==> src/logic/pwrc_pkg.sv <==
/*
 * constants and carrier types of the power control and auto-wakeup register block.
 * assumes a 32-bit axi4-lite register bus and one system clock.
 */
package pwrc_pkg;

   // ******************************************************************
   // register map
   // ******************************************************************
   localparam logic [31:0] PWRC_ADDR_POWER_CONTROL    = 32'h4000_7000;
   localparam logic [31:0] PWRC_ADDR_POWER_STATUS     = 32'h4000_7004;
   localparam logic [31:0] PWRC_ADDR_AUTOWAKE_CTL_STS = 32'h4000_7008;
   localparam logic [31:0] PWRC_ADDR_AUTOWAKE_WINDOW  = 32'h4000_700c;
   localparam logic [31:0] PWRC_ADDR_AUTOWAKE_PRESC   = 32'h4000_7010;

   // ******************************************************************
   // field positions and reset values
   // ******************************************************************
   localparam int          PWRC_THRESH_LSB        = 5;
   localparam int          PWRC_THRESH_MSB        = 7;
   localparam int          PWRC_MON_EN_BIT        = 4;
   localparam int          PWRC_STBY_SEL_BIT      = 1;
   localparam int          PWRC_BELOW_FLAG_BIT    = 2;
   localparam int          PWRC_AWU_EN_BIT        = 1;
   localparam int          PWRC_WIN_W             = 6;
   localparam int          PWRC_PSC_W             = 4;
   localparam int          PWRC_DIV_W             = 14;
   localparam logic [2:0]  PWRC_THRESH_RST        = 3'h0;
   localparam logic [5:0]  PWRC_WINDOW_RST        = 6'h3f;
   localparam logic [3:0]  PWRC_PSC_RST           = 4'h0;
   localparam logic [3:0]  PWRC_PSC_OFF           = 4'h0;
   localparam logic [3:0]  PWRC_PSC_TOP_A         = 4'he;
   localparam logic [3:0]  PWRC_PSC_TOP_B         = 4'hf;
   localparam logic [13:0] PWRC_DIV_TOP           = 14'h2800;
   localparam logic [13:0] PWRC_DIV_ONE           = 14'h0001;
   localparam logic [3:0]  PWRC_PSC_SHIFT_BIAS    = 4'h1;

   // ******************************************************************
   // bus answers
   // ******************************************************************
   localparam logic [1:0]  PWRC_RESP_OKAY         = 2'h0;
   localparam logic [1:0]  PWRC_RESP_DECERR       = 2'h3;

   // ******************************************************************
   // types
   // ******************************************************************
   typedef struct packed {
      logic [2:0] monitor_threshold_select;
      logic       supply_monitor_enable;
      logic       deep_sleep_standby_select;
   } pwrc_ctl_type;

   localparam pwrc_ctl_type PWRC_CTL_RST = '{PWRC_THRESH_RST, 1'b0, 1'b0};

   typedef struct packed {
      logic [31:0] data;
      logic [3:0]  strb;
   } pwrc_wdata_type;

   typedef enum logic [2:0] {
      PWRC_RUN     = 3'h1,
      PWRC_SLEEP   = 3'h2,
      PWRC_STANDBY = 3'h4
   } pwrc_state_type;

endpackage

==> src/logic/pwrc_top.sv <==
/*
 * power control, supply monitor status and periodic auto-wakeup, with an axi4-lite slave.
 * assumes all inputs synchronous to i_mclk; i_lsi_tick is a one-cycle pulse per
 * low-speed oscillator period; the analog monitor and the interrupt unit lie outside.
 */
// Added by the designer: the AXI4-Lite slave port.
// How it works
// threshold field bits 7:5 drives the monitor's eight-level threshold select.
// monitor enable bit 4 switches the supply monitor on; reset off.
// with deep sleep requested, select bit 1 picks standby, else sleep.
// waking from standby returns power control fields to reset values.
// status bit 2 shows supply below threshold, valid while monitor enabled.
// power status contents are kept across a standby wake-up.
// writing 1 to autowake bit 1 enables periodic wake; 0 never enables.
// six-bit window compared with wakeup counter; equality raises a wake pulse.
// window register resets to all ones in its six bits.
// prescale code 0000 stops, 1000 divides by 128, 1110/1111 by 0x2800.
// intermediate prescale codes divide by successive powers of two.
// standby-reset option makes standby entry a system reset instead.
// standby needs deep sleep, select bit and wait instruction; otherwise sleep.
// monitor output drives interrupt line 8 on crossings in both directions.
// reserved bits read zero and ignore writes.
`timescale 1ns/1ps
module pwrc_top (
   input  wire logic                  i_mclk,
   input  wire logic                  i_rst_n,
   input  wire logic [31:0]           i_awaddr,
   input  wire logic                  i_awvalid,
   output logic                       o_awready,
   input  wire logic [31:0]           i_wdata,
   input  wire logic [3:0]            i_wstrb,
   input  wire logic                  i_wvalid,
   output logic                       o_wready,
   output logic [1:0]                 o_bresp,
   output logic                       o_bvalid,
   input  wire logic                  i_bready,
   input  wire logic [31:0]           i_araddr,
   input  wire logic                  i_arvalid,
   output logic                       o_arready,
   output logic [31:0]                o_rdata,
   output logic [1:0]                 o_rresp,
   output logic                       o_rvalid,
   input  wire logic                  i_rready,
   input  wire logic                  i_supply_below,
   input  wire logic                  i_lsi_tick,
   input  wire logic                  i_core_deep_sleep_request,
   input  wire logic                  i_wait_instr,
   input  wire logic                  i_wake_event,
   input  wire logic                  i_standby_reset_option,
   output logic [2:0]                 o_monitor_threshold_select,
   output logic                       o_supply_monitor_enable,
   output logic                       o_external_interrupt_unit_line8,
   output logic                       o_sleep_active,
   output logic                       o_standby_active,
   output logic                       o_system_reset_req,
   output logic                       o_autowake_wakeup
);
   import pwrc_pkg::*;

   // ******************************************************************
   // state
   // ******************************************************************
   pwrc_ctl_type              ctl_q;
   logic                      below_q;
   logic                      awu_en_q;
   logic [PWRC_WIN_W-1:0]     window_q;
   logic [PWRC_PSC_W-1:0]     psc_q;
   logic [PWRC_DIV_W-1:0]     div_cnt_q;
   logic [PWRC_WIN_W-1:0]     awu_cnt_q;
   logic                      awu_hit_q;
   pwrc_state_type            state_q;
   pwrc_state_type            state_d;
   logic                      sys_rst_q;
   logic                      external_interrupt_unit_q;

   logic                      aw_full_q;
   logic [31:0]               aw_addr_q;
   logic                      w_full_q;
   pwrc_wdata_type            w_q;
   logic                      bvalid_q;
   logic [1:0]                bresp_q;
   logic                      rvalid_q;
   logic [31:0]               rdata_q;
   logic [1:0]                rresp_q;

   logic                      do_write;
   logic                      wr_lane0;
   logic                      standby_exit;
   logic [PWRC_DIV_W-1:0]     div_len;
   logic                      psc_tick;
   logic [31:0]               rd_val;
   logic                      rd_hit;

   // ******************************************************************
   // axi4-lite handshakes
   // ******************************************************************
   assign o_awready = !aw_full_q && !bvalid_q;
   assign o_wready  = !w_full_q && !bvalid_q;
   assign o_arready = !rvalid_q;
   assign do_write  = aw_full_q && w_full_q && !bvalid_q;
   assign wr_lane0  = do_write && w_q.strb[0];
   assign o_bvalid  = bvalid_q;
   assign o_bresp   = bresp_q;
   assign o_rvalid  = rvalid_q;
   assign o_rdata   = rdata_q;
   assign o_rresp   = rresp_q;

   always_ff @(posedge i_mclk or negedge i_rst_n) begin
      if (!i_rst_n) begin
         aw_full_q <= 1'b0;
         aw_addr_q <= 32'h0000_0000;
      end else if (i_awvalid && o_awready) begin
         aw_full_q <= 1'b1;
         aw_addr_q <= i_awaddr;
      end else if (do_write) begin
         aw_full_q <= 1'b0;
      end
   end

   always_ff @(posedge i_mclk or negedge i_rst_n) begin
      if (!i_rst_n) begin
         w_full_q <= 1'b0;
         w_q      <= '0;
      end else if (i_wvalid && o_wready) begin
         w_full_q <= 1'b1;
         w_q      <= '{i_wdata, i_wstrb};
      end else if (do_write) begin
         w_full_q <= 1'b0;
      end
   end

   always_ff @(posedge i_mclk or negedge i_rst_n) begin
      if (!i_rst_n) begin
         bvalid_q <= 1'b0;
         bresp_q  <= PWRC_RESP_OKAY;
      end else if (do_write) begin
         bvalid_q <= 1'b1;
         case (aw_addr_q)
            PWRC_ADDR_POWER_CONTROL,
            PWRC_ADDR_POWER_STATUS,
            PWRC_ADDR_AUTOWAKE_CTL_STS,
            PWRC_ADDR_AUTOWAKE_WINDOW,
            PWRC_ADDR_AUTOWAKE_PRESC: bresp_q <= PWRC_RESP_OKAY;
            default:                  bresp_q <= PWRC_RESP_DECERR;
         endcase
      end else if (i_bready) begin
         bvalid_q <= 1'b0;
      end
   end

   // ******************************************************************
   // read mux
   // ******************************************************************
   always_comb begin
      rd_val = 32'h0000_0000;
      rd_hit = 1'b1;
      case (i_araddr)
         PWRC_ADDR_POWER_CONTROL: begin
            rd_val[PWRC_THRESH_MSB:PWRC_THRESH_LSB] = ctl_q.monitor_threshold_select;
            rd_val[PWRC_MON_EN_BIT]   = ctl_q.supply_monitor_enable;
            rd_val[PWRC_STBY_SEL_BIT] = ctl_q.deep_sleep_standby_select;
         end
         PWRC_ADDR_POWER_STATUS:     rd_val[PWRC_BELOW_FLAG_BIT] = below_q;
         PWRC_ADDR_AUTOWAKE_CTL_STS: rd_val[PWRC_AWU_EN_BIT] = awu_en_q;
         PWRC_ADDR_AUTOWAKE_WINDOW:  rd_val[PWRC_WIN_W-1:0] = window_q;
         PWRC_ADDR_AUTOWAKE_PRESC:   rd_val[PWRC_PSC_W-1:0] = psc_q;
         default:                    rd_hit = 1'b0;
      endcase
   end

   always_ff @(posedge i_mclk or negedge i_rst_n) begin
      if (!i_rst_n) begin
         rvalid_q <= 1'b0;
         rdata_q  <= 32'h0000_0000;
         rresp_q  <= PWRC_RESP_OKAY;
      end else if (i_arvalid && o_arready) begin
         rvalid_q <= 1'b1;
         rdata_q  <= rd_val;
         rresp_q  <= rd_hit ? PWRC_RESP_OKAY : PWRC_RESP_DECERR;
      end else if (i_rready) begin
         rvalid_q <= 1'b0;
      end
   end

   // ******************************************************************
   // power control register
   // ******************************************************************
   assign standby_exit = (state_q == PWRC_STANDBY) && (i_wake_event || awu_hit_q);

   always_ff @(posedge i_mclk or negedge i_rst_n) begin
      if (!i_rst_n) begin
         ctl_q <= PWRC_CTL_RST;
      end else if (standby_exit) begin
         ctl_q <= PWRC_CTL_RST;
      end else if (wr_lane0 && aw_addr_q == PWRC_ADDR_POWER_CONTROL) begin
         ctl_q.monitor_threshold_select  <=
            w_q.data[PWRC_THRESH_MSB:PWRC_THRESH_LSB];
         ctl_q.supply_monitor_enable     <= w_q.data[PWRC_MON_EN_BIT];
         ctl_q.deep_sleep_standby_select <= w_q.data[PWRC_STBY_SEL_BIT];
      end
   end

   assign o_monitor_threshold_select = ctl_q.monitor_threshold_select;
   assign o_supply_monitor_enable    = ctl_q.supply_monitor_enable;

   // ******************************************************************
   // supply monitor flag and line 8 event
   // ******************************************************************
   always_ff @(posedge i_mclk or negedge i_rst_n) begin
      if (!i_rst_n) begin
         below_q <= 1'b0;
      end else if (ctl_q.supply_monitor_enable) begin
         below_q <= i_supply_below;
      end
   end

   always_ff @(posedge i_mclk or negedge i_rst_n) begin
      if (!i_rst_n) begin
         external_interrupt_unit_q <= 1'b0;
      end else begin
         external_interrupt_unit_q <= ctl_q.supply_monitor_enable && (i_supply_below != below_q);
      end
   end

   assign o_external_interrupt_unit_line8 = external_interrupt_unit_q;

   // ******************************************************************
   // auto-wakeup registers
   // ******************************************************************
   always_ff @(posedge i_mclk or negedge i_rst_n) begin
      if (!i_rst_n) begin
         awu_en_q <= 1'b0;
      end else if (wr_lane0 && aw_addr_q == PWRC_ADDR_AUTOWAKE_CTL_STS) begin
         awu_en_q <= w_q.data[PWRC_AWU_EN_BIT];
      end
   end

   always_ff @(posedge i_mclk or negedge i_rst_n) begin
      if (!i_rst_n) begin
         window_q <= PWRC_WINDOW_RST;
      end else if (wr_lane0 && aw_addr_q == PWRC_ADDR_AUTOWAKE_WINDOW) begin
         window_q <= w_q.data[PWRC_WIN_W-1:0];
      end
   end

   always_ff @(posedge i_mclk or negedge i_rst_n) begin
      if (!i_rst_n) begin
         psc_q <= PWRC_PSC_RST;
      end else if (wr_lane0 && aw_addr_q == PWRC_ADDR_AUTOWAKE_PRESC) begin
         psc_q <= w_q.data[PWRC_PSC_W-1:0];
      end
   end

   // ******************************************************************
   // prescaler and wakeup counter
   // ******************************************************************
   always_comb begin
      if (psc_q == PWRC_PSC_TOP_A || psc_q == PWRC_PSC_TOP_B) begin
         div_len = PWRC_DIV_TOP;
      end else begin
         div_len = PWRC_DIV_ONE << (psc_q - PWRC_PSC_SHIFT_BIAS);
      end
   end

   assign psc_tick = awu_en_q && (psc_q != PWRC_PSC_OFF) && i_lsi_tick
                     && (div_cnt_q >= div_len - PWRC_DIV_ONE);

   always_ff @(posedge i_mclk or negedge i_rst_n) begin
      if (!i_rst_n) begin
         div_cnt_q <= '0;
      end else if (!awu_en_q || psc_q == PWRC_PSC_OFF || psc_tick) begin
         div_cnt_q <= '0;
      end else if (i_lsi_tick) begin
         div_cnt_q <= div_cnt_q + PWRC_DIV_ONE;
      end
   end

   always_ff @(posedge i_mclk or negedge i_rst_n) begin
      if (!i_rst_n) begin
         awu_cnt_q <= '0;
         awu_hit_q <= 1'b0;
      end else begin
         awu_hit_q <= 1'b0;
         if (!awu_en_q) begin
            awu_cnt_q <= '0;
         end else if (psc_tick) begin
            if (awu_cnt_q == window_q) begin
               awu_cnt_q <= '0;
               awu_hit_q <= 1'b1;
            end else begin
               awu_cnt_q <= awu_cnt_q + 6'h01;
            end
         end
      end
   end

   assign o_autowake_wakeup = awu_hit_q;

   // ******************************************************************
   // low-power mode sequencer
   // ******************************************************************
   always_comb begin
      state_d = state_q;
      case (state_q)
         PWRC_RUN: begin
            if (i_wait_instr) begin
               if (i_core_deep_sleep_request && ctl_q.deep_sleep_standby_select) begin
                  state_d = i_standby_reset_option ? PWRC_RUN : PWRC_STANDBY;
               end else begin
                  state_d = PWRC_SLEEP;
               end
            end
         end
         PWRC_SLEEP: begin
            if (i_wake_event || awu_hit_q) begin
               state_d = PWRC_RUN;
            end
         end
         PWRC_STANDBY: begin
            if (standby_exit) begin
               state_d = PWRC_RUN;
            end
         end
         default: state_d = PWRC_RUN;
      endcase
   end

   always_ff @(posedge i_mclk or negedge i_rst_n) begin
      if (!i_rst_n) begin
         state_q <= PWRC_RUN;
      end else begin
         state_q <= state_d;
      end
   end

   always_ff @(posedge i_mclk or negedge i_rst_n) begin
      if (!i_rst_n) begin
         sys_rst_q <= 1'b0;
      end else begin
         sys_rst_q <= (state_q == PWRC_RUN) && i_wait_instr && i_core_deep_sleep_request
                      && ctl_q.deep_sleep_standby_select && i_standby_reset_option;
      end
   end

   assign o_system_reset_req = sys_rst_q;
   assign o_sleep_active     = (state_q == PWRC_SLEEP);
   assign o_standby_active   = (state_q == PWRC_STANDBY);

endmodule

==> config.mk <==
export PLATFORM = sky130hd
export DESIGN_NAME = pwrc_top
export DESIGN_NICKNAME = d
export VERILOG_FILES = /design/src/logic/pwrc_pkg.sv /design/src/logic/pwrc_top.sv
export SDC_FILE = /design/constraint.sdc
export NUM_CORES = 1
export LEC_CHECK = 0
export BUFFER_PORTS_ARGS = -buffer_cell sky130_fd_sc_hd__buf_2
export CELL_PAD_IN_SITES_DETAIL_PLACEMENT = 1
export CELL_PAD_IN_SITES_GLOBAL_PLACEMENT = 2
export CORE_UTILIZATION = 32
export DETAILED_ROUTE_END_ITERATION = 10
export PLACE_DENSITY_LB_ADDON = 0.1
export SETUP_SLACK_MARGIN = 0.05
export SYNTH_ARGS = -nofsm -noshare
export SYNTH_HDL_FRONTEND = slang
export SYNTH_SLANG_ARGS = --single-unit
export TNS_END_PERCENT = 20
==> constraint.sdc <==
create_clock -name i_mclk -period 3.75 [get_ports i_mclk]
set_input_delay 0.5625 -clock i_mclk [delete_from_list [all_inputs] [get_ports i_mclk]]
set_output_delay 0.5625 -clock i_mclk [all_outputs]
set_load 0.02 [all_outputs]
Yosys cells after proc, flatten, opt, wreduce, memory -nomap -nowiden. Cells that the tools add are included. W data, S select, Z words.

Shifts and indexed selects: 1. Reductions and logical operators: 42. Add/sub/neg operators: 4. Order comparisons: 1. Multiplexer cells: 33. Equality and inequality tests: 21.

Operators by type and width (number): $eq A32 B31 Y1 const B (10); $mux W14 (3); $logic_and A1 B1 Y1 (22); $mux W6 (3); $mux W3 (5); $add A14 B1 Y14 const B (1); $ge A14 B14 Y1 (1); $shl A1 B4 Y14 const A (1); $sub A14 B1 Y14 const B (1); $reduce_bool A2 Y1 (6); $mux W1 (11); $mux W5 (2); $reduce_or A5 Y1 (2); $pmux W3 S3 (1); $eq A4 B4 Y1 const B (2); $add A6 B1 Y6 const B (1); $eq A6 B6 Y1 (1); $mux W2 (3); $ne A2 B1 Y1 const B (3); $logic_not A1 Y1 (5); $logic_not A4 Y1 (1); $logic_or A1 B1 Y1 (4); $pmux W1 S2 (2); $pmux W1 S4 (1); 10 further kinds (10).

Register bits: 100.

Depth between registers and ports, before layout. Gate-level depths: netlist of the first run.

Word-level depth: 8. Mapped depth: 18.

Least setup slack after synthesis of the first run. No wires, ideal clock.

Path type: reg-to-reg. Start: reg psc_q[2]. End: reg awu_cnt_q[0]. Arrival time: 3163 ps. Data required time: 3630 ps. Library setup time: 120 ps. Cell stages (with the launch flop): 18. Slack: 467 ps. Path through: dfrtp_1 ha_1 nor3_1 nand2_1 ha_1 clkbuf_1 inv_1 nand3_1 a21oi_1 nor2_1 ha_1 nand2_1 o21ai_0 a21o_1 a31oi_1 clkbuf_1 or2_2 a31o_2.

Cells in the longest elaborated chain, start to end: 7.

RTL lines: start: declaration (RTL line pwrc_top.sv:67) `logic [PWRC_PSC_W-1:0] psc_q;`; start signal: assignment (RTL line pwrc_top.sv:250) `psc_q <= w_q.data[PWRC_PSC_W-1:0];`; $sub A4 B1 Y4 or $eq A4 B4 Y1 (tied branches) (RTL line pwrc_top.sv:261, pwrc_top.sv:258); $shl A1 B4 Y14 or $logic_or A1 B1 Y1 (tied branches) (RTL line pwrc_top.sv:261, pwrc_top.sv:258); $mux W14 (RTL line pwrc_top.sv:258) `if (psc_q == PWRC_PSC_TOP_A || psc_q == PWRC_PSC_TOP_B) begin`; $sub A14 B1 Y14 (RTL line pwrc_top.sv:266) `&& (div_cnt_q >= div_len - PWRC_DIV_ONE);`; $ge A14 B14 Y1 (RTL line pwrc_top.sv:266); $logic_and A1 B1 Y1 * (RTL line pwrc_top.sv:266); $ne A2 B1 Y1 (no line) *; end signal: assignment (RTL line pwrc_top.sv:291) `awu_cnt_q <= awu_cnt_q + 6'h01;`; end: declaration (RTL line pwrc_top.sv:69) `logic [PWRC_WIN_W-1:0] awu_cnt_q;`.

Mark *: on every way between the ends. The rest lies on a longest branch, timed or not. A chain may end at the register's enable or synchronous reset.

Worst setup path after layout of the first run.
Start: reg psc_q[2]. End: reg awu_cnt_q[4].

Same word-level chain as after synthesis.

==> results of run 1 <==
-- state kept, by name, indices dropped and copies added (netlist names), 3 cells and up --
name / count
aw_addr_q: 32
awu_cnt_q: 6
div_cnt_q: 14
o_monitor_threshold_select: 3
o_rdata: 8
psc_q: 4
state_q: 3
w_q: 9
window_q: 6
-- worst max-delay path, cell delays in order, from the launching register on --
cell	delay (ps)
sky130_fd_sc_hd__dfrtp_1	390
sky130_fd_sc_hd__ha_1	230
sky130_fd_sc_hd__nor3_2	250
sky130_fd_sc_hd__nand2_1	90
sky130_fd_sc_hd__ha_2	260
sky130_fd_sc_hd__nor2_1	190
sky130_fd_sc_hd__a22oi_1	120
sky130_fd_sc_hd__o32a_1	200
sky130_fd_sc_hd__ha_1	270
sky130_fd_sc_hd__nand2_1	60
sky130_fd_sc_hd__o21ai_0	190
sky130_fd_sc_hd__a21o_1	110
sky130_fd_sc_hd__a31oi_1	40
sky130_fd_sc_hd__buf_4	190
sky130_fd_sc_hd__or3_1	420
sky130_fd_sc_hd__o31ai_1	260
-- logic make-up after synthesis --
group                      after synthesis  synth area share (%)
muxes                                   58                  12.0
and+or+nand+nor                        170                  16.7
buffers and inverters                   62                  6.35
adders and majority gates               22                  5.09
DFF                                     98                  45.6
AOI/OAI and AO/OA                       92                  11.0
xor gates and xnor gates                20                  3.24
other                                    1                0.0694
-- timing repair --
item,CTS,global route
setup endpoints to repair,0,18
gates resized for setup,0,5
hold buffers,0,0
-- power by group through the flow --
stage / combinational (µW) / clock (µW) / sequential, µW
finish: 745 / 910 / 1580
detailed placement: 760 / 0 / 1600
global placement: 730 / 0 / 1590
CTS: 760 / 939 / 1590
global route: 826 / 985 / 1640
floorplan: 583 / 0 / 1550
-- worst paths after layout --
| kind | start | endpoint | slack (ps) | cells past startpoint |
|---|---|---|---|---|
| setup / recovery | psc_q[2] | awu_cnt_q[4] | 380 | 15 |
| hold / removal | i_rst_n | o_monitor_threshold_select[2] | 380 | 1 |
| setup reg to reg | psc_q[2] | awu_cnt_q[4] | 380 | 15 |
| hold reg to reg | o_rdata[2] | o_rdata[2] | 470 | 2 |
| max in group asynchronous | i_rst_n | aw_addr_q[11] | 2500 | 2 |
| min in group i_mclk | i_rready | o_rvalid | 380 | 2 |
-- area by class of cell --
| cell class | count | area, µm² | area share [%] |
|---|---|---|---|
| Clock buffer | 9 | 225 | 3.52 |
| Clock inverter | 7 | 61.3 | 0.958 |
| Inverter | 13 | 48.8 | 0.762 |
| Multi-Input combinational cell | 386 | 2700 | 42.1 |
| Sequential cell | 98 | 2460 | 38.5 |
| Tap cell | 220 | 275 | 4.30 |
| Timing Repair Buffer | 121 | 633 | 9.89 |
-- Yosys cell counts, drive strengths merged (2+ instances only) --
cell type	instances
a221o	2
and4	2
xnor2	10
mux2	53
or4	2
a31oi	4
nor3	11
a21oi	27
o221ai	2
o21ai	21
mux2i	5
dfrtp	91
nor3b	2
nand4b	2
a22o	3
a21o	6
xor2	10
a22oi	4
nand4	4
inv	13
nor2	58
clkbuf	15
nand3b	2
dfstp	7
a32oi	2
o31ai	6
and2	3
or2	2
or3	2
a31o	2
a221oi	2
nor4b	4
nand2b	3
nor4	12
nand3	21
buf	34
ha	22
o311ai	5
and3	6
nand2	31
-- through the flow --
stage | cells | setup slack [ps] | utilization (%) | area [µm²]
2_1_floorplan | 546 | 467 | - | 5490
3_3_place_gp | 838 | 342 | 36.9 | 6100
3_5_place_dp | 838 | 254 | 36.9 | 6100
4_1_cts | 854 | 227 | 38.7 | 6390
5_1_grt | 854 | 128 | 38.7 | 6400
6_report | 854 | 378 | 38.7 | 6400
-- layer usage --
layer | track usage, % | routed length (µm) | part of all wire [%] | vias to the layer above
li1 | - | - | - | 2052
met1 | 21.5 | 6330 | 46 | 2170
met2 | 28.1 | 6700 | 49 | 73
met3 | 2.73 | 400 | 2.9 | 15
met4 | 6.27 | 236 | 1.7 | 0
met5 | 0 | 0 | 0 | -
==> results, run 1 <==
- The number of placement rows is 47.
- The clock reaches the later pin of the worst-skew pair after 360 ps.
- Setup total negative slack on the finished layout was measured at 0 ps.
- The via count of the first global-routing pass is 4598.
- The via count is 4310.
- The proportion of power drawn by flip-flops and latches is 48.8%.
- The run finished with clean final reports.
- Counting flops with a built-in enable in the synthesized netlist gives 0.
- In this run the number of H-tree levels came out at 3.
- Across the run, the number of max-cap violations was 0.
- The first global-routing pass estimated 23.3 mm of wire.
- The layout overhead on the synthesized area is 18.5%.
- The leakage power summed over all cells is 0.00294 µW.
- STA classifies the critical path startpoint as a register.
- The area fraction of the dominant cell type after synthesis is 42.1%.
- The number of hold violations in the final report is 0.
- The height of the die is 132 µm.
- The aggregate global-route resource usage is 16.7%.
- The largest area contributor in the synthesized netlist is sky130_fd_sc_hd__dfrtp_1.
- Yosys attributes the largest share of cell area to sky130_fd_sc_hd__dfrtp_1 42%, sky130_fd_sc_hd__mux2_2 11%, sky130_fd_sc_hd__ha_1 5.1%.
- The largest net degree at the start of global routing is 84.
- The deepest clock path buffer count is 2.
- The largest clock skew in the final design is 9.14 ps.
- In this run the worst hold path is classified as input pin to async pin.
- Dividing the detail-routed wire length by the instance count gives 16.0 µm.
- The initial antenna violation count is 0.
- Timing would allow up to 297 MHz.
- For this configuration, the core starts out at a cell density of 32.7%.
- The design draws 3230 µW.
- The TritonCTS clock tree is yes.
- The worst max-slew margin expressed relative to the limit is 28.0%.
- The number of diodes added for antenna fixing is 0.
- The relative contribution of combinational cells to total power is 23.0%.
- The DRC violation count after routing is 0.
- The switching power is 1030 µW.
- The total CTS buffers is 9.
- The count of filler cells inserted in the layout is 1899.
- The total overflow left after global routing is 0.
- The placed wire-length estimate after detailed placement is 10.2 mm.
- The final cycle utilization of the critical path is 89.9%.
- The nature of the critical path endpoint is a register.
- The slew at the pin closest to its max-slew limit is 1080 ps.
- Counting flops with an async set or reset pin after synthesis yields a share of 100%.
- For the worst setup path, the data required time is 4010 ps.
- After synthesis the cells add up to 5400 µm².
- The final period demand of the worst path is 3370 ps.
- The layout cell share with drive strength beyond 1 is 34.4%.
- The clock sink total is 98.
- The top cell types in the final layout, fill and taps aside, are 110 x sky130_fd_sc_hd__buf_2, 90 x sky130_fd_sc_hd__dfrtp_1, 55 x sky130_fd_sc_hd__nor2_1.
- Pin placement for this block handled 163 I/O pins.
- The final wirelength is 13.7 mm.
- The clock network power share is 28.1%.
- The power density over the cells is 505 nW/µm².
- Cell internal power was estimated by the tool at 2200 µW.
- The die area is 17400 µm².
- Data arrives at the worst endpoint at 3630 ps.
- Counting distinct cell types in the post-synthesis netlist gives 59.
- The synthesized flop and latch total is 98.
- The die width is 132 µm.
- After the last flow step, the layout net total stands at 764.
- The placeable core region is 16500 µm².
- The share of the yosys chip area belonging to registers is 45.6%.
- Clock-pin slew was measured on the worst setup and hold paths at 70 ps.
- Among all flip-flop cells after synthesis, the most frequent one is sky130_fd_sc_hd__dfrtp_1.
- In this run, the number of DRC markers left after iteration 0 of detailed routing was 124.
- Averaged over all synthesized cells, the footprint is 10.3 µm².
- The largest fanout on the critical path is 12.
- Setup repair after global routing left no endpoint under its margin.
- The setup path with the least slack is of type register to register.
- The maximum VDD drop is 271 µV.
- The cell at the root of the clock tree is sky130_fd_sc_hd__clkbuf_16.
- In this run the tool buffered the top-level ports with 111 buffer cells.
- The final antenna-violating net count is 0.
- The switching fraction of total power is 32.0%.
- The cell count after synthesis is 523.
- At the end of routability-driven placement, the weighted congestion stood at 0.806.
- The number of setup violations in the final report is 0.
- The total setup buffers inserted after CTS is 0.
- The library cell used most frequently in the layout, excluding fill and tap cells, is sky130_fd_sc_hd__buf_2.
- After detailed routing, the number of vias per cell comes to 5.05.
- The number of pins with negative max-slew slack in the final report came to 0.
- Hold is met by 382 ps.
- The Yosys step of the flow raised 0 warnings.
- The number of detailed-route iterations in the first pass is 6.
(Power assumes the default switching activity.)
==> run 2, diff against run 1 <==
--- a/config.mk
+++ b/config.mk
@@ -5,10 +5,12 @@
 export SDC_FILE = /design/constraint.sdc
 export NUM_CORES = 1
 export LEC_CHECK = 0
-export BUFFER_PORTS_ARGS = -buffer_cell sky130_fd_sc_hd__buf_2
+export ABC_AREA = 1
+export BUFFER_PORTS_ARGS = -buffer_cell sky130_fd_sc_hd__clkbuf_2
 export CELL_PAD_IN_SITES_DETAIL_PLACEMENT = 1
 export CELL_PAD_IN_SITES_GLOBAL_PLACEMENT = 2
-export CORE_UTILIZATION = 32
+export CORE_UTILIZATION = 31
+export CTS_BUF_LIST = sky130_fd_sc_hd__clkbuf_8
 export DETAILED_ROUTE_END_ITERATION = 10
 export PLACE_DENSITY_LB_ADDON = 0.1
 export SETUP_SLACK_MARGIN = 0.05
==> results, run 2 <==
- The placeable core region is 18900 µm².
- After detailed routing, the number of remaining DRC violations is 0.
- The worst register-to-register path ends at div_cnt_q[12].
- Of all flip-flops after synthesis, the portion carrying an async set or reset was 100%.
- The count of buffering cells on the critical path with inverters included is 2.
- The hold-fix buffer count after cts is 0.
- The deepest clock path buffer count is 2.
- The total standard cell area after synthesis is 6040 µm².
- Clock latency on the worst-skew pair, taken at its later pin, is 390 ps.
- The die covers 20100 µm².
- The Yosys step of the flow raised 0 warnings.
- STA puts the critical path data required time at 4040 ps.
- The floorplan has 50 rows.
- The min-delay analysis places its worst path in the category input pin to async pin.
- The worst max-slew margin expressed relative to the limit is 34.6%.
- In this run, the number of DRC markers left after iteration 0 of detailed routing was 169.
- Counting stages on the worst path, the most repeated cell is sky130_fd_sc_hd__nand2_1.
- The critical path ends at div_cnt_q[12].
- For this run, the leading register cell type out of synthesis is sky130_fd_sc_hd__dfrtp_1.
- The smallest clock period supported by the final layout is computed as 3300 ps.
- The library cell used most frequently in the layout, excluding fill and tap cells, is sky130_fd_sc_hd__nand2_1.
- In this run, synthesis produced a sequential element count of 98.
- Counting cells, the worst reg-to-reg path comes to 22.
- The worst register-to-register path begins at psc_q[2].
- Counting buffers and inverters, the worst setup path is 22 cells deep.
- The number of enable-type register cells in the synthesized netlist is 0.
- Clock-pin slew was measured on the worst setup and hold paths at 120 ps.
- Walking the worst path, the cells encountered are ha_1, nand2_2, inv_2, nor2_2, inv_1, ha_1, nand2_1, nor2_2, nand2_1, nor2_2, nand3_1, nand2_1, ha_1, nand2_1, nor2_1, nand2_1, nor2_1, nor2_1, nand2_1, nand2_2, nand2_4, nor2_1.
- In this run the worst setup path begins at psc_q[2].
- For this run, the total global-route usage over all layers was measured as 16.2%.
- The register with the most flip-flops in the layout has 32 of them.
- Detailed placement finished with a half-perimeter wire length of 12.3 mm.
- After synthesis, the largest area contributor takes up 37.7% of total cell area.
- The final critical path takes up 87.9% of the cycle.
- The initial antenna violation count is 0.
- The run finished with clean final reports.
- The total setup buffers inserted after CTS is 0.
- In this run, distinct cell masters in the synthesized netlist total 40.
- Routability-driven placement finished with a final weighted congestion of 0.764.
- Power spread over the standard cell area amounts to 411 nW/µm².
- The path type of the worst setup path is register to register.
- Static timing analysis puts the maximum clock frequency at 303 MHz.
- The routed via count divided by cell count is 4.58.
- The worst-case IR drop observed on VDD is 325 µV.
- The synthesized area per cell is 7.66 µm².
- The die width is 142 µm.
- For the worst setup path, the data arrival time is 3590 ps.
- In the final routed layout, each cell accounts on average for 13.4 µm.
- The cell count after synthesis is 789.
- The largest area contributor in the synthesized netlist is sky130_fd_sc_hd__dfrtp_1.
- The number of hold violations in the final report is 0.
- Cells fill 36.8% of the core in the end.
- The delay contributed by the slowest stage of the critical path is 460 ps.
- For the pin with the worst max-slew slack, the measured transition is 981 ps.
- In the final layout, the registers with the most flip-flops are aw_addr_q (32), div_cnt_q (14), w_q (9).
- The height of the die is 142 µm.
- The number of detailed-route iterations in the first pass is 4.
- The dominant delay contributor by cell family on the critical path is simple AND/OR/NAND/NOR gates.
- Sorting the synthesized cells by how often they occur yields 181 x sky130_fd_sc_hd__nand2_1, 114 x sky130_fd_sc_hd__nor2_1, 93 x sky130_fd_sc_hd__inv_1.
- The number of H-tree levels is 3.
- Summed over all layers, the global routing overflow is 0.
- For the final database, setup skew stands at 27.5 ps.
- The slowest stage of the critical path belongs to the cell sky130_fd_sc_hd__dfrtp_1.
- The final-layout setup total negative slack is 0 ps.
- The number of pins with negative max-slew slack in the final report is 0.
- The first global-routing pass estimated 26.2 mm of wire.
- The number of diodes added for antenna fixing is 0.
- The via count of the first global-routing pass was 5589.
- Setup repair after global routing left no endpoint under its margin.
- The I/O pin count is 163.
- The cell at the root of the clock tree is sky130_fd_sc_hd__clkbuf_8.
- The number of port buffers is 111.
- The register with the highest flop count is aw_addr_q.
- The initial cell density of the core is 32.0%.
- In the layout the commonest cells are 181 x sky130_fd_sc_hd__nand2_1, 113 x sky130_fd_sc_hd__nor2_1, 110 x sky130_fd_sc_hd__clkbuf_2.
- The leakage power summed over all cells is 0.00378 µW.
- Before CTS, the worst setup slack after placement is 235 ps.
- Across all layers, the routed design uses 5310 vias.
- Across the run, the number of max-cap violations was 0.
- Cells with a size suffix above 1 make up 21.2% of the layout.
- Summed over all layers, the routed wires come to 15.5 mm.
- Clock tree synthesis inserted a total of 9 buffers.
- The TritonCTS clock tree is yes.
- The worst-case setup margin in the final layout is 454 ps.
- The number of setup violations in the final report is 0.
- The share of the yosys chip area belonging to registers is 40.7%.
- Once detail routing completed, the nets flagged for antenna violations numbered 0.
- The clock drives 98 sinks.
- By area the synthesized netlist is led by sky130_fd_sc_hd__dfrtp_1 38%, sky130_fd_sc_hd__nand2_1 11%, sky130_fd_sc_hd__nor2_1 7.1%.
- At the end of the flow, the number of nets in the layout was 1030.
- Entering global routing, the biggest net connects 75 pins.
- The register-to-register setup slack is 450 ps.
- Compared with the post-synthesis result, the final layout area differs by 15.0%.
- The nature of the critical path endpoint is a register.
- The largest fanout on the critical path is 10.
- STA classifies the critical path startpoint as a register.
- The number of gates given a new drive strength after cts is 0.
- By instance count, the leading cell after synthesis is sky130_fd_sc_hd__nand2_1.
-- run 2: changes by cell type in the layout (fill, tap and decap cells not counted), sizes merged, moves of 43 or more --
cell    delta
nor2      +66
nand3     +43
nand2    +154
clkbuf   +110
inv       +87
buf      -116
-- run 2: how the worst min path moves through the flow --
stage	start	to	slack, ps	depth (start not counted)
2_1_floorplan	i_rst_n	aw_addr_q[0]	270	0
3_3_place_gp	o_rdata[3]	o_rdata[3]	470	2
3_5_place_dp	o_rdata[3]	o_rdata[3]	470	2
4_1_cts	i_bready	o_bvalid	330	2
5_1_grt	i_rready	o_rvalid	350	2
6_report	i_rst_n	state_q[2]	320	1
-- run 2: cell type report --
| type | count | area [µm²] |
|---|---|---|
| tap | 260 | 325 |
| fill | 2407 | 11900 |
| timing repair buffer | 115 | 588 |
| clock inverter | 7 | 70.1 |
| inverter | 99 | 372 |
| multi-input combinational | 572 | 3010 |
| clock buffer | 9 | 124 |
| sequential | 98 | 2460 |
-- run 2: cells by family (layout without fill, tap and decap cells) --
group / Yosys count / after routing / synth area share, %
flops: 98 / 98 / 40.7
compound gates: 55 / 55 / 4.84
simple gates: 426 / 426 / 31.3
other cells: 1 / 24 / 0.0620
buf+inv: 142 / 230 / 11.0
fa+ha+maj: 22 / 22 / 4.55
xor+xnor: 22 / 22 / 3.19
mux: 23 / 23 / 4.28
-- run 2: where the power goes --
group          leakage [µW]  internal (µW)  switching (µW)
registers           0.00122           1300             142
logic               0.00246            289             431
clock network      0.000101            262             432
total               0.00378           1860            1010
-- run 2: routing by layer --
layer | routed length [µm] | vias up | track usage, %
met5 | 0 | - | 0
met4 | 127 | 0 | 3.57
met3 | 472 | 9 | 2.77
met2 | 7450 | 93 | 27.7
met1 | 7470 | 2516 | 21.4
li1 | - | 2692 | -
-- run 2: through the flow --
stage | instances | cell area, µm² | hold slack, ps | total power, µW
after floorplan | 812 | 6130 | 267 | 1990
after global placement | 1144 | 6750 | 469 | 2160
after detailed placement | 1144 | 6750 | 465 | 2210
after CTS | 1160 | 6940 | 332 | 2920
after global routing | 1160 | 6950 | 345 | 3060
final | 1160 | 6950 | 318 | 2860
-- run 2: worst reg2reg max path: stages (launching register included) --
cell	delay (ps)
sky130_fd_sc_hd__dfrtp_1	460
sky130_fd_sc_hd__ha_1	240
sky130_fd_sc_hd__nand2_2	120
sky130_fd_sc_hd__inv_2	90
sky130_fd_sc_hd__nor2_2	190
sky130_fd_sc_hd__inv_1	70
sky130_fd_sc_hd__ha_1	230
sky130_fd_sc_hd__nand2_1	90
sky130_fd_sc_hd__nor2_2	50
sky130_fd_sc_hd__nand2_1	130
sky130_fd_sc_hd__nor2_2	60
sky130_fd_sc_hd__nand3_1	70
sky130_fd_sc_hd__nand2_1	60
sky130_fd_sc_hd__ha_1	260
sky130_fd_sc_hd__nand2_1	60
sky130_fd_sc_hd__nor2_1	200
sky130_fd_sc_hd__nand2_1	80
sky130_fd_sc_hd__nor2_1	150
sky130_fd_sc_hd__nor2_1	70
sky130_fd_sc_hd__nand2_1	120
sky130_fd_sc_hd__nand2_2	160
sky130_fd_sc_hd__nand2_4	180
sky130_fd_sc_hd__nor2_1	70
